File: src/rtl/load_ctrl_defines.vh
// Constants of the two-channel load current controller: offsets, fields, resets, timing.
// Assumes a 250 MHz ref_clk and a converter that presents one 8-bit code at a time.
// How it works
// - Read-only word: channel 2 decimated sample high byte, channel 1 low byte.
// - Mode bit 0 resets to 0; 0 low idle, 1 high idle; bits 15:1 reserved.
// - Low idle: nonzero code at or below threshold sinks the low code.
// - Low idle: code above the rising threshold switches the sink to the high code.
// - High idle: any nonzero code sinks the high code.
// - Each channel decides alone and drives only its own sink output.
// - Rising threshold is an 8-bit field resetting to 0x1e; upper byte reserved.
// - Threshold writes of 0x00 store 0x01 and of 0xff store 0xfe.
// - Low code is a 6-bit field resetting to 0x1e, 100 uA per step.
// - A low code write of zero stores one.
// - High code is an 8-bit field resetting to 0xc8, 200 uA per step.
// - High current lasts the 12-bit period times 10 us; period resets to 0x12c.
// - A period write of zero stores one.
// - Raw samples at 100 kHz alternate channels, so each refreshes at 50 kHz.
// - Load enables at bits 14 and 15, cleared after reset.
`ifndef LOAD_CTRL_DEFINES_VH
`define LOAD_CTRL_DEFINES_VH

`define ADDR_RAW_SAMPLES     10'h00e
`define ADDR_DEC_SAMPLES     10'h00f
`define ADDR_MODE_CTRL       10'h010
`define ADDR_RISING_THRESHOLD        10'h011
`define ADDR_LOW_CODE        10'h012
`define ADDR_HIGH_CODE       10'h013
`define ADDR_HIGH_PERIOD     10'h014
`define ADDR_LOAD_ENABLE     10'h200

`define MODE_BIT             0
`define EN_CH1_BIT           14
`define EN_CH2_BIT           15

`define RST_MODE             1'h0
`define RST_RISING_THRESHOLD         8'h1e
`define RST_LOW_CODE         6'h1e
`define RST_HIGH_CODE        8'hc8
`define RST_HIGH_PERIOD      12'h12c

`define THR_MIN              8'h01
`define THR_MAX              8'hfe
`define LOW_CODE_MIN         6'h01
`define PERIOD_MIN           12'h001

`define CLK_MHZ              250
`define HIGH_UNIT_US         10
`define SAMPLE_RATE_KHZ      100
`define CYC_PER_UNIT         (`CLK_MHZ * `HIGH_UNIT_US)
`define CYC_PER_SAMPLE       ((`CLK_MHZ * 1000) / `SAMPLE_RATE_KHZ)

`endif

File: src/rtl/sample_decimator.v
// Keeps one decimated sample per channel from the interleaved raw sample stream.
// Assumes one sample_valid pulse per raw sample, tagged with its channel.
`timescale 1ns/1ps
`default_nettype none
module sample_decimator #(
    parameter RATE_W = 4
) (
    input  wire              ref_clk,
    input  wire              resetn,
    input  wire              sample_valid,
    input  wire              sample_ch,
    input  wire [7:0]        sample_data,
    input  wire [RATE_W-1:0] decimation_rate,
    output wire [15:0]       dec_word
);
    reg [RATE_W-1:0] skip_r [0:1];
    reg [7:0]        dec_r  [0:1];
    integer          i;

    // Rate N keeps one sample in N+1; rate 0 passes every sample.
    always @(posedge ref_clk) begin
        if (!resetn) begin
            for (i = 0; i < 2; i = i + 1) begin
                skip_r[i] <= {RATE_W{1'b0}};
                dec_r[i]  <= 8'h00;
            end
        end else if (sample_valid) begin
            if (skip_r[sample_ch] >= decimation_rate) begin
                skip_r[sample_ch] <= {RATE_W{1'b0}};
                dec_r[sample_ch]  <= sample_data;
            end else begin
                skip_r[sample_ch] <= skip_r[sample_ch] + 1'b1;
            end
        end
    end

    assign dec_word = {dec_r[1], dec_r[0]};
endmodule // sample_decimator
`default_nettype wire

File: src/rtl/sink_channel.v
// One channel's sink decision and high-current timer.
// Assumes sample_valid pulses once per fresh code of this channel.
`timescale 1ns/1ps
`default_nettype none
module sink_channel #(
    parameter CYC_PER_UNIT = 2500
) (
    input  wire        ref_clk,
    input  wire        resetn,
    input  wire        enable,
    input  wire        high_idle,
    input  wire        sample_valid,
    input  wire [7:0]  adc_code,
    input  wire [7:0]  rising_threshold,
    input  wire [5:0]  low_code,
    input  wire [7:0]  high_code,
    input  wire [11:0] high_period,
    output reg  [7:0]  sink_code_r,
    output reg         sink_high_r
);
    localparam ST_OFF   = 4'b0001;
    localparam ST_LOW   = 4'b0010;
    localparam ST_HIGH  = 4'b0100;
    localparam ST_SPENT = 4'b1000;

    reg [3:0]  state_r;
    reg [3:0]  state_nxt;
    reg [11:0] unit_r;
    reg [15:0] sub_r;
    wire       unit_end = (sub_r == CYC_PER_UNIT - 1);
    wire       expire   = state_r[2] && unit_end && (unit_r == 12'h001);

    always @* begin
        state_nxt = state_r;
        if (!enable) begin
            state_nxt = ST_OFF;
        end else if (sample_valid && adc_code == 8'h00) begin
            state_nxt = ST_OFF;
        end else if (expire) begin
            state_nxt = ST_SPENT;
        end else if (sample_valid) begin
            case (state_r)
                ST_OFF, ST_LOW: begin
                    if (high_idle || adc_code > rising_threshold)
                        state_nxt = ST_HIGH;
                    else
                        state_nxt = ST_LOW;
                end
                ST_HIGH: state_nxt = ST_HIGH;
                // The pulse rearms only after the code falls back to the threshold.
                ST_SPENT: begin
                    if (!high_idle && adc_code <= rising_threshold)
                        state_nxt = ST_LOW;
                end
                default: state_nxt = ST_OFF;
            endcase
        end
    end

    always @(posedge ref_clk) begin
        if (!resetn) begin
            state_r     <= ST_OFF;
            unit_r      <= 12'h000;
            sub_r       <= 16'h0000;
            sink_code_r <= 8'h00;
            sink_high_r <= 1'b0;
        end else begin
            state_r <= state_nxt;
            if (state_nxt[2] && !state_r[2]) begin
                unit_r <= high_period;
                sub_r  <= 16'h0000;
            end else if (state_r[2]) begin
                sub_r <= unit_end ? 16'h0000 : sub_r + 16'h0001;
                if (unit_end)
                    unit_r <= unit_r - 12'h001;
            end
            sink_high_r <= state_nxt[2];
            case (state_nxt)
                ST_LOW:   sink_code_r <= {2'b00, low_code};
                ST_HIGH:  sink_code_r <= high_code;
                ST_SPENT: sink_code_r <= high_idle ? 8'h00 : {2'b00, low_code};
                default:  sink_code_r <= 8'h00;
            endcase
        end
    end
endmodule // sink_channel
`default_nettype wire

File: src/rtl/load_current_ctrl.v
// Register bank and sample scheduling of the two-channel load current controller.
// Assumes a same-clock register port and a converter whose code follows adc_sel.
`timescale 1ns/1ps
`default_nettype none
`include "load_ctrl_defines.vh"
module load_current_ctrl #(
    parameter RATE_W = 4
) (
    input  wire              ref_clk,
    input  wire              resetn,
    input  wire [9:0]        reg_addr,
    input  wire [15:0]       reg_wdata,
    input  wire              reg_wr,
    input  wire              reg_rd,
    output reg  [15:0]       reg_rdata_r,
    output reg               reg_rvalid_r,
    output reg               reg_miss_r,
    input  wire [RATE_W-1:0] decimation_rate,
    input  wire [7:0]        adc_data,
    output reg               adc_sel_r,
    output reg               adc_convert_r,
    output wire [7:0]        ch1_sink_output,
    output wire [7:0]        ch2_sink_output,
    output wire              ch1_sink_high,
    output wire              ch2_sink_high,
    output reg               ch1_sink_enable,
    output reg               ch2_sink_enable
);
    localparam [15:0] CYC_SAMPLE = `CYC_PER_SAMPLE;

    reg         load_idle_mode_r;
    reg  [7:0]  rising_threshold_r;
    reg  [5:0]  low_code_r;
    reg  [7:0]  high_code_r;
    reg  [11:0] high_period_r;
    reg  [15:0] div_r;
    reg  [7:0]  raw_r [0:1];
    reg         sample_valid_r;
    reg         sample_ch_r;
    wire [15:0] dec_word;

    // Write clamps keep the threshold, low code and period fields inside their legal ranges.
    function [7:0] clamp_thr;
        input [7:0] v;
        begin
            if (v == 8'h00)
                clamp_thr = `THR_MIN;
            else if (v == 8'hff)
                clamp_thr = `THR_MAX;
            else
                clamp_thr = v;
        end
    endfunction

    function [5:0] clamp_low;
        input [5:0] v;
        begin
            clamp_low = (v == 6'h00) ? `LOW_CODE_MIN : v;
        end
    endfunction

    function [11:0] clamp_period;
        input [11:0] v;
        begin
            clamp_period = (v == 12'h000) ? `PERIOD_MIN : v;
        end
    endfunction

    // Zero is stored as written: the host keeps high codes nonzero.
    always @(posedge ref_clk) begin
        if (!resetn) begin
            load_idle_mode_r   <= `RST_MODE;
            rising_threshold_r <= `RST_RISING_THRESHOLD;
            low_code_r         <= `RST_LOW_CODE;
            high_code_r        <= `RST_HIGH_CODE;
            high_period_r      <= `RST_HIGH_PERIOD;
            ch1_sink_enable    <= 1'b0;
            ch2_sink_enable    <= 1'b0;
        end else if (reg_wr) begin
            case (reg_addr)
                `ADDR_MODE_CTRL:
                    load_idle_mode_r <= reg_wdata[`MODE_BIT];
                `ADDR_RISING_THRESHOLD:
                    rising_threshold_r <= clamp_thr(reg_wdata[7:0]);
                `ADDR_LOW_CODE:
                    low_code_r <= clamp_low(reg_wdata[5:0]);
                `ADDR_HIGH_CODE:
                    high_code_r <= reg_wdata[7:0];
                `ADDR_HIGH_PERIOD:
                    high_period_r <= clamp_period(reg_wdata[11:0]);
                `ADDR_LOAD_ENABLE: begin
                    ch1_sink_enable <= reg_wdata[`EN_CH1_BIT];
                    ch2_sink_enable <= reg_wdata[`EN_CH2_BIT];
                end
                default: ;
            endcase
        end
    end

    // Reads answer one cycle later; an unmapped address reads zero and flags a miss.
    always @(posedge ref_clk) begin
        if (!resetn) begin
            reg_rdata_r  <= 16'h0000;
            reg_rvalid_r <= 1'b0;
            reg_miss_r   <= 1'b0;
        end else begin
            reg_rvalid_r <= reg_rd;
            reg_miss_r   <= 1'b0;
            if (reg_rd) begin
                case (reg_addr)
                    `ADDR_RAW_SAMPLES:
                        reg_rdata_r <= {raw_r[1], raw_r[0]};
                    `ADDR_DEC_SAMPLES:
                        reg_rdata_r <= dec_word;
                    `ADDR_MODE_CTRL:
                        reg_rdata_r <= {15'h0000, load_idle_mode_r};
                    `ADDR_RISING_THRESHOLD:
                        reg_rdata_r <= {8'h00, rising_threshold_r};
                    `ADDR_LOW_CODE:
                        reg_rdata_r <= {10'h000, low_code_r};
                    `ADDR_HIGH_CODE:
                        reg_rdata_r <= {8'h00, high_code_r};
                    `ADDR_HIGH_PERIOD:
                        reg_rdata_r <= {4'h0, high_period_r};
                    `ADDR_LOAD_ENABLE:
                        reg_rdata_r <= {ch2_sink_enable, ch1_sink_enable, 14'h0000};
                    default: begin
                        reg_rdata_r <= 16'h0000;
                        reg_miss_r  <= 1'b1;
                    end
                endcase
            end
        end
    end

    // One conversion every 10 us alternates the channels, 50 kHz per channel.
    always @(posedge ref_clk) begin
        if (!resetn) begin
            div_r          <= 16'h0000;
            adc_sel_r      <= 1'b0;
            adc_convert_r  <= 1'b0;
            sample_valid_r <= 1'b0;
            sample_ch_r    <= 1'b0;
            raw_r[0]       <= 8'h00;
            raw_r[1]       <= 8'h00;
        end else begin
            adc_convert_r  <= 1'b0;
            sample_valid_r <= 1'b0;
            if (div_r == CYC_SAMPLE - 16'h0001) begin
                div_r            <= 16'h0000;
                raw_r[adc_sel_r] <= adc_data;
                sample_ch_r      <= adc_sel_r;
                sample_valid_r   <= 1'b1;
                adc_sel_r        <= ~adc_sel_r;
                adc_convert_r    <= 1'b1;
            end else begin
                div_r <= div_r + 16'h0001;
            end
        end
    end

    sample_decimator #(
        .RATE_W (RATE_W)
    ) u_dec (
        .ref_clk         (ref_clk),
        .resetn          (resetn),
        .sample_valid    (sample_valid_r),
        .sample_ch       (sample_ch_r),
        .sample_data     (raw_r[sample_ch_r]),
        .decimation_rate (decimation_rate),
        .dec_word        (dec_word)
    );

    // Each channel sees only its own code and drives only its own sink.
    sink_channel #(
        .CYC_PER_UNIT (`CYC_PER_UNIT)
    ) u_ch1 (
        .ref_clk      (ref_clk),
        .resetn       (resetn),
        .enable       (ch1_sink_enable),
        .high_idle    (load_idle_mode_r),
        .sample_valid (sample_valid_r && !sample_ch_r),
        .adc_code     (raw_r[0]),
        .rising_threshold     (rising_threshold_r),
        .low_code     (low_code_r),
        .high_code    (high_code_r),
        .high_period  (high_period_r),
        .sink_code_r  (ch1_sink_output),
        .sink_high_r  (ch1_sink_high)
    );

    sink_channel #(
        .CYC_PER_UNIT (`CYC_PER_UNIT)
    ) u_ch2 (
        .ref_clk      (ref_clk),
        .resetn       (resetn),
        .enable       (ch2_sink_enable),
        .high_idle    (load_idle_mode_r),
        .sample_valid (sample_valid_r && sample_ch_r),
        .adc_code     (raw_r[1]),
        .rising_threshold     (rising_threshold_r),
        .low_code     (low_code_r),
        .high_code    (high_code_r),
        .high_period  (high_period_r),
        .sink_code_r  (ch2_sink_output),
        .sink_high_r  (ch2_sink_high)
    );
endmodule // load_current_ctrl
`default_nettype wire

File: config.mk
export PLATFORM = sky130hd
export DESIGN_NAME = load_current_ctrl
export DESIGN_NICKNAME = d
export VERILOG_FILES = /design/src/rtl/sample_decimator.v /design/src/rtl/sink_channel.v /design/src/rtl/load_current_ctrl.v
export VERILOG_INCLUDE_DIRS = /design/src /design/src/rtl
export SDC_FILE = /design/constraint.sdc
export NUM_CORES = 1
export LEC_CHECK = 0
export BUFFER_PORTS_ARGS = -buffer_cell sky130_fd_sc_hd__buf_4
export CAP_MARGIN = 20
export CORE_AREA = 2 2 113 224
export CTS_CLUSTER_SIZE = 28
export DETAILED_ROUTE_END_ITERATION = 10
export DIE_AREA = 0 0 115 226
export GPL_TIMING_DRIVEN = 0
export PLACE_DENSITY = 0.63
export RECOVER_POWER = 25
export SLEW_MARGIN = 20
export SYNTH_ARGS = -nofsm -noshare
export SYNTH_HDL_FRONTEND = slang
export SYNTH_SLANG_ARGS = --single-unit
File: constraint.sdc
create_clock -name ref_clk -period 2.8 [get_ports ref_clk]
set_input_delay 0.14 -clock ref_clk [delete_from_list [all_inputs] [get_ports ref_clk]]
set_output_delay 0.14 -clock ref_clk [all_outputs]
set_load 0.1 [all_outputs]
==> results of run 1 <==
synth_stat cells, drive strengths merged (28+ instances only):
master	count
mux2i	49
xor2	33
nand2	97
a21oi	64
clkbuf	44
nand4	30
edfxtp	40
inv	30
nor2	166
dfxtp	155
ha	28
nand3	43
and3	36
kinds of logic after synthesis:
logic type | Yosys count | share of synthesized area, %
AO/OA/AOI/OAI | 177 | 12.3
buffers and inverters | 78 | 3.09
XOR/XNOR | 54 | 4.95
adder cells (fa/ha/maj) | 28 | 3.67
multiplexers | 57 | 6.19
flip-flops | 195 | 45.0
AND/OR/NAND/NOR | 481 | 24.8
cell type report:
class	instances	area, um^2
Clock buffer	25	497
Fill cell	2358	12500
Clock inverter	7	48.8
Inverter	30	113
Timing Repair Buffer	137	943
Sequential cell	195	4320
Multi-Input combinational cell	797	5330
Buffer	44	183
Tap cell	290	363
worst paths after layout:
path                                        endpoint  slack, ps   startpoint  cells past startpoint
worst min register to register              div_r[0]        460     div_r[0]                      1
worst min-delay path                 ch2_sink_enable         50  reg_addr[9]                      4
worst max-delay path            u_ch2.sink_code_r[2]         30  raw_r[1][6]                      9
worst max register to register  u_ch2.sink_code_r[2]         30  raw_r[1][6]                      9
worst max-delay path: stages, from the launching register on:
cell and delay [ps]:
edfxtp_1 480, ha_4 330, nand4_1 170, or2_4 290, a21oi_4 230, nor4_2 80, a211o_2 360, mux2i_2 250
o2111ai_4 240, a21oi_2 270
timing repair:
item,CTS,global route
resized for setup,44,53
endpoints found under the hold margin,52,0
hold buffers,23,0
pin swaps,14,34
buffers inserted,20,17
setup endpoints to repair,94,68
routing by layer:
metal | GRT usage [%] | wire, um | vias to the layer above
li1 | - | - | 4146
met1 | 22.2 | 10500 | 4201
met2 | 43.5 | 16500 | 273
met3 | 4.83 | 1250 | 121
met4 | 18.0 | 2380 | 0
met5 | 0 | 0 | -
registers in the layout, indices dropped and copies added, names as in the netlist, 8 cells and up, named ones only:
| signal | flops |
|---|---|
| u_ch2.unit_r | 12 |
| raw_r | 16 |
| div_r | 16 |
| u_dec.skip_r | 8 |
| high_period_r | 12 |
| reg_rdata_r | 16 |
| high_code_r | 8 |
| u_ch1.sink_code_r | 8 |
| rising_threshold_r | 8 |
| u_dec.dec_r | 16 |
| u_ch2.sub_r | 16 |
| u_ch1.unit_r | 12 |
| u_ch1.sub_r | 16 |
| u_ch2.sink_code_r | 8 |
power by group through the flow:
stage                     sequential (mW)  clock [mW]  combinational (mW)
after floorplan                      3.06           0               0.147
after CTS                            2.93        2.37               0.419
final                                2.93        2.34               0.425
after detailed placement             3.00           0               0.374
after global placement               3.00           0               0.370
after global routing                 2.93        2.45               0.451
==> flow_metrics.tcl, run 1 <==
set metrics [dict create \
    critPathRequiredTime_ps 3180 \
    ys_types 67 \
    antenna_found_initial 0 \
    grt_pass1_vias 8782 \
    yosysWarnings 0 \
    fin_crit_sh_pct 99.0 \
    vdd_drop_max_mv 0.359 \
    timing.fmax_mhz 361 \
    die-area_mm2 0.0260 \
    power_mw 5.70 \
    grt_start_max_net_pins 17 \
    power_frac_clock_pct 41.1 \
    end_kind "flip-flop" \
    clkTransAtPathRegs_ps 70 \
    synth_top_area_share_pct 32.5 \
    critPathLaunchType "flip-flop" \
    slew_headroom_pct 21.2 \
    syn-cell-area_mm2 0.00955 \
    syn_area_per_cell_um2 8.93 \
    power_frac_comb_pct 7.5 \
    fin_tns_setup_ps 0 \
    p_switching_mw 1.42 \
    vias_per_cell 5.73 \
    power_density_mw_per_mm2 483 \
    final_cells 1525 \
    p_int_mw 4.28 \
    setup_slack_ps 27.6 \
    pre_cts_slack_ps -820 \
    initial_utilization_pct 39.3 \
    dieWidth_um 115 \
    swShare_pct 24.9 \
    hold_violations 0 \
    port_buffers 77 \
    place_area_mm2 0.0105 \
    synth-seq-area-share_pct 45.0 \
    final_layout_size_suffix_gt1_share_pct 16.0 \
    gp_congestion 0.905 \
    crit_type "reg -> reg" \
    ant_nets 0 \
    synth_edf_count 40 \
    grt-ovfl-total 0 \
    synth.net_count 1140 \
    dr.pass1.iters 5 \
    worst_pin_slew_ps 1190 \
    grt_pass1_wl_um 46400 \
    rsz0062_at_grt "true" \
    hpwl_um 23000 \
    ys.flop_type "dfxtp_1" \
    io_pins 82 \
    diodes 0 \
    cts.sinks 195 \
    finalNetCount 1292 \
    dp.cells 1437 \
    drc 0 \
    clk_root_buffer_cell "clkbuf_16" \
    final_common_cell "nor2_1" \
    finalMaxSlewViolations 0 \
    p_seq_share_pct 51.5 \
    synth_largest_area_cell "dfxtp_1" \
    fin_util_pct 48.5 \
    cap_violations 0 \
    ys_ff_latch 195 \
    synthArstFlopShare_pct 0 \
    period_needed_ps 2770 \
    area_delta_synth_final_pct 23.5 \
    synthTopCellsByArea "dfxtp_1 (32%), edfxtp_1 (13%), nor2_1 (6.5%), mux2i_1 (5.1%), nand2_1 (3.8%)" \
    worst_ep_arrival_time_ps 3150 \
    die_h_um 226 \
    wire_per_inst_um 20.0 \
    drt_iter0_drc 446 \
    numCtsBuffers 17 \
    htree_levels 4 \
    placementRows 81 \
    final_cell_mix "nor2_1 (165), dfxtp_1 (144), nand2_1 (92)" \
    insertion_delay_ps 470 \
    min_path_type "in -> reg" \
    vias 8741 \
    core_area_mm2 0.0243 \
    status "finished, final reports clean" \
    cts_buffer_depth 2 \
    wirelength_um 30600 \
    netlist_instances 1070 \
    grtUsageTotal_pct 23.6 \
    power_leakage_nw 4.45 \
    hold_slack_ps 54.8 \
    setup_viol 0 \
    cp_max_fo 6 \
    clock_skew_ps 11.9 \
    cts_tree "done" \
    fin_area_mm2 0.0118 \
]
Note: power is estimated with default switching activity, not from simulation.
==> run 2: changes to the inputs <==
Settings changed: PLACE_DENSITY 0.63 to 0.55.
==> flow_metrics.tcl, run 2 (synthesized netlist as in run 1, its figures left out) <==
set metrics [dict create \
    grtUsageTotal_pct 23.9 \
    dieWidth_um 115 \
    insertion_delay_ps 460 \
    dp.cells 1437 \
    die-area_mm2 0.0260 \
    cp-startpoint "u_ch2.sub_r[0]" \
    antenna_found_initial 1 \
    vias_per_cell 5.54 \
    vdd_drop_max_mv 0.351 \
    initial_utilization_pct 39.3 \
    hold_violations 0 \
    critPathLaunchType "flip-flop" \
    clkTransAtPathRegs_ps 70 \
    worst_pin_slew_ps 1200 \
    hold_depth 3 \
    grt-ovfl-total 0 \
    fin_crit_sh_pct 99.5 \
    final_layout_size_suffix_gt1_share_pct 13.8 \
    critPathRequiredTime_ps 3170 \
    core_area_mm2 0.0243 \
    grt_start_max_net_pins 18 \
    end_kind "flip-flop" \
    crit_type "reg -> reg" \
    dr.pass1.iters 5 \
    rsz0062_at_grt "true" \
    diodes 0 \
    die_h_um 226 \
    port_buffers 77 \
    clock_skew_ps 13.9 \
    worst_ep_arrival_time_ps 3150 \
    cap_violations 0 \
    grt_pass1_wl_um 46800 \
    vias 8426 \
    min_path_type "in -> reg" \
    timing.fmax_mhz 359 \
    cts.sinks 195 \
    area_delta_synth_final_pct 22.0 \
    cp_max_fo 6 \
    drt_iter0_drc 506 \
    drc 0 \
    power_density_mw_per_mm2 508 \
    gp_congestion 0.906 \
    power_leakage_nw 4.42 \
    final_cell_mix "nor2_1 (165), dfxtp_1 (150), nand2_1 (93)" \
    slew_headroom_pct 20.3 \
    power_mw 5.92 \
    wirelength_um 30600 \
    final_common_cell "nor2_1" \
    finalMaxSlewViolations 0 \
    numCtsBuffers 17 \
    period_needed_ps 2790 \
    fin_tns_setup_ps 0 \
    status "finished, final reports clean" \
    finalNetCount 1288 \
    ant_nets 0 \
    wire_per_inst_um 20.1 \
    min_from "reg_wdata[1]" \
    setup_viol 0 \
    fillers 2406 \
    htree_levels 4 \
    grt_pass1_vias 8393 \
    ff2ff_path_depth 11 \
    fin_util_pct 47.9 \
    r2r_start "u_ch2.sub_r[0]" \
    io_pins 82 \
    cts_buffer_depth 2 \
    cts_tree "done" \
    hpwl_um 23400 \
    clk_root_buffer_cell "clkbuf_16" \
    placementRows 81 \
    final_cells 1521 \
]
==> run 2: layout make-up <==
cell class / count / area, um^2 / area share, %
multi-input cells: 797 / 5180 / 44.4
flip-flops and latches: 195 / 4310 / 37.0
repair buffers: 133 / 901 / 7.73
clock buffers: 22 / 495 / 4.25
well taps: 290 / 363 / 3.11
plain buffers: 44 / 175 / 1.50
clock inverters: 10 / 119 / 1.02
inverters: 30 / 113 / 0.966
==> run 2: metrics by stage <==
step	setup slack, ps	hold slack (ps)	area, um^2
finish	13.3	23.9	11700
global route	-93.3	19.8	11700
CTS	4.69	4.78	11600
detailed placement	-677	398	10500
global placement	-606	395	10500
floorplan	-95.3	265	9560
==> run 2: worst max-delay path: stages, from the launching register on <==
cell and delay [ps]:
dfxtp_4 370, ha_4 140, nor4b_4 290, nand4_4 180, buf_4 170, o41a_1 430
o211ai_1 110, buf_4 180, nand2_1 60, mux2i_1 190, o2111ai_2 290, a21oi_2 280
==> run 2: path summary, 6_finish.rpt <==
kind | endpoint | slack [ps]
worst max register to register | u_ch2.sink_code_r[4] | 10
worst min-delay path | high_period_r[1] | 20
worst min register to register | div_r[0] | 470
worst max-delay path | u_ch2.sink_code_r[4] | 10
==> run 2: routing by layer <==
layer | vias to the layer above | wire length [um] | global-route usage [%]
li1 | 4136 | - | -
met1 | 4030 | 11200 | 24.0
met2 | 193 | 17000 | 45.6
met3 | 67 | 838 | 3.73
met4 | 0 | 1550 | 12.7
met5 | - | 0 | 0
==> run 2: timing repair <==
| action | CTS | global route |
|---|---|---|
| pin swaps | 9 | 11 |
| resized for setup | 34 | 26 |
| endpoints found under the setup margin | 96 | 75 |
| buffers inserted | 21 | 14 |
| endpoints found under the hold margin | 32 | 0 |
| hold buffers | 21 | 0 |
==> run 2: power breakdown <==
part           internal, mW  switching [mW]
Sequential             2.90          0.0324
Clock                  1.45            1.13
Combinational         0.133           0.279
Total                  4.48            1.44
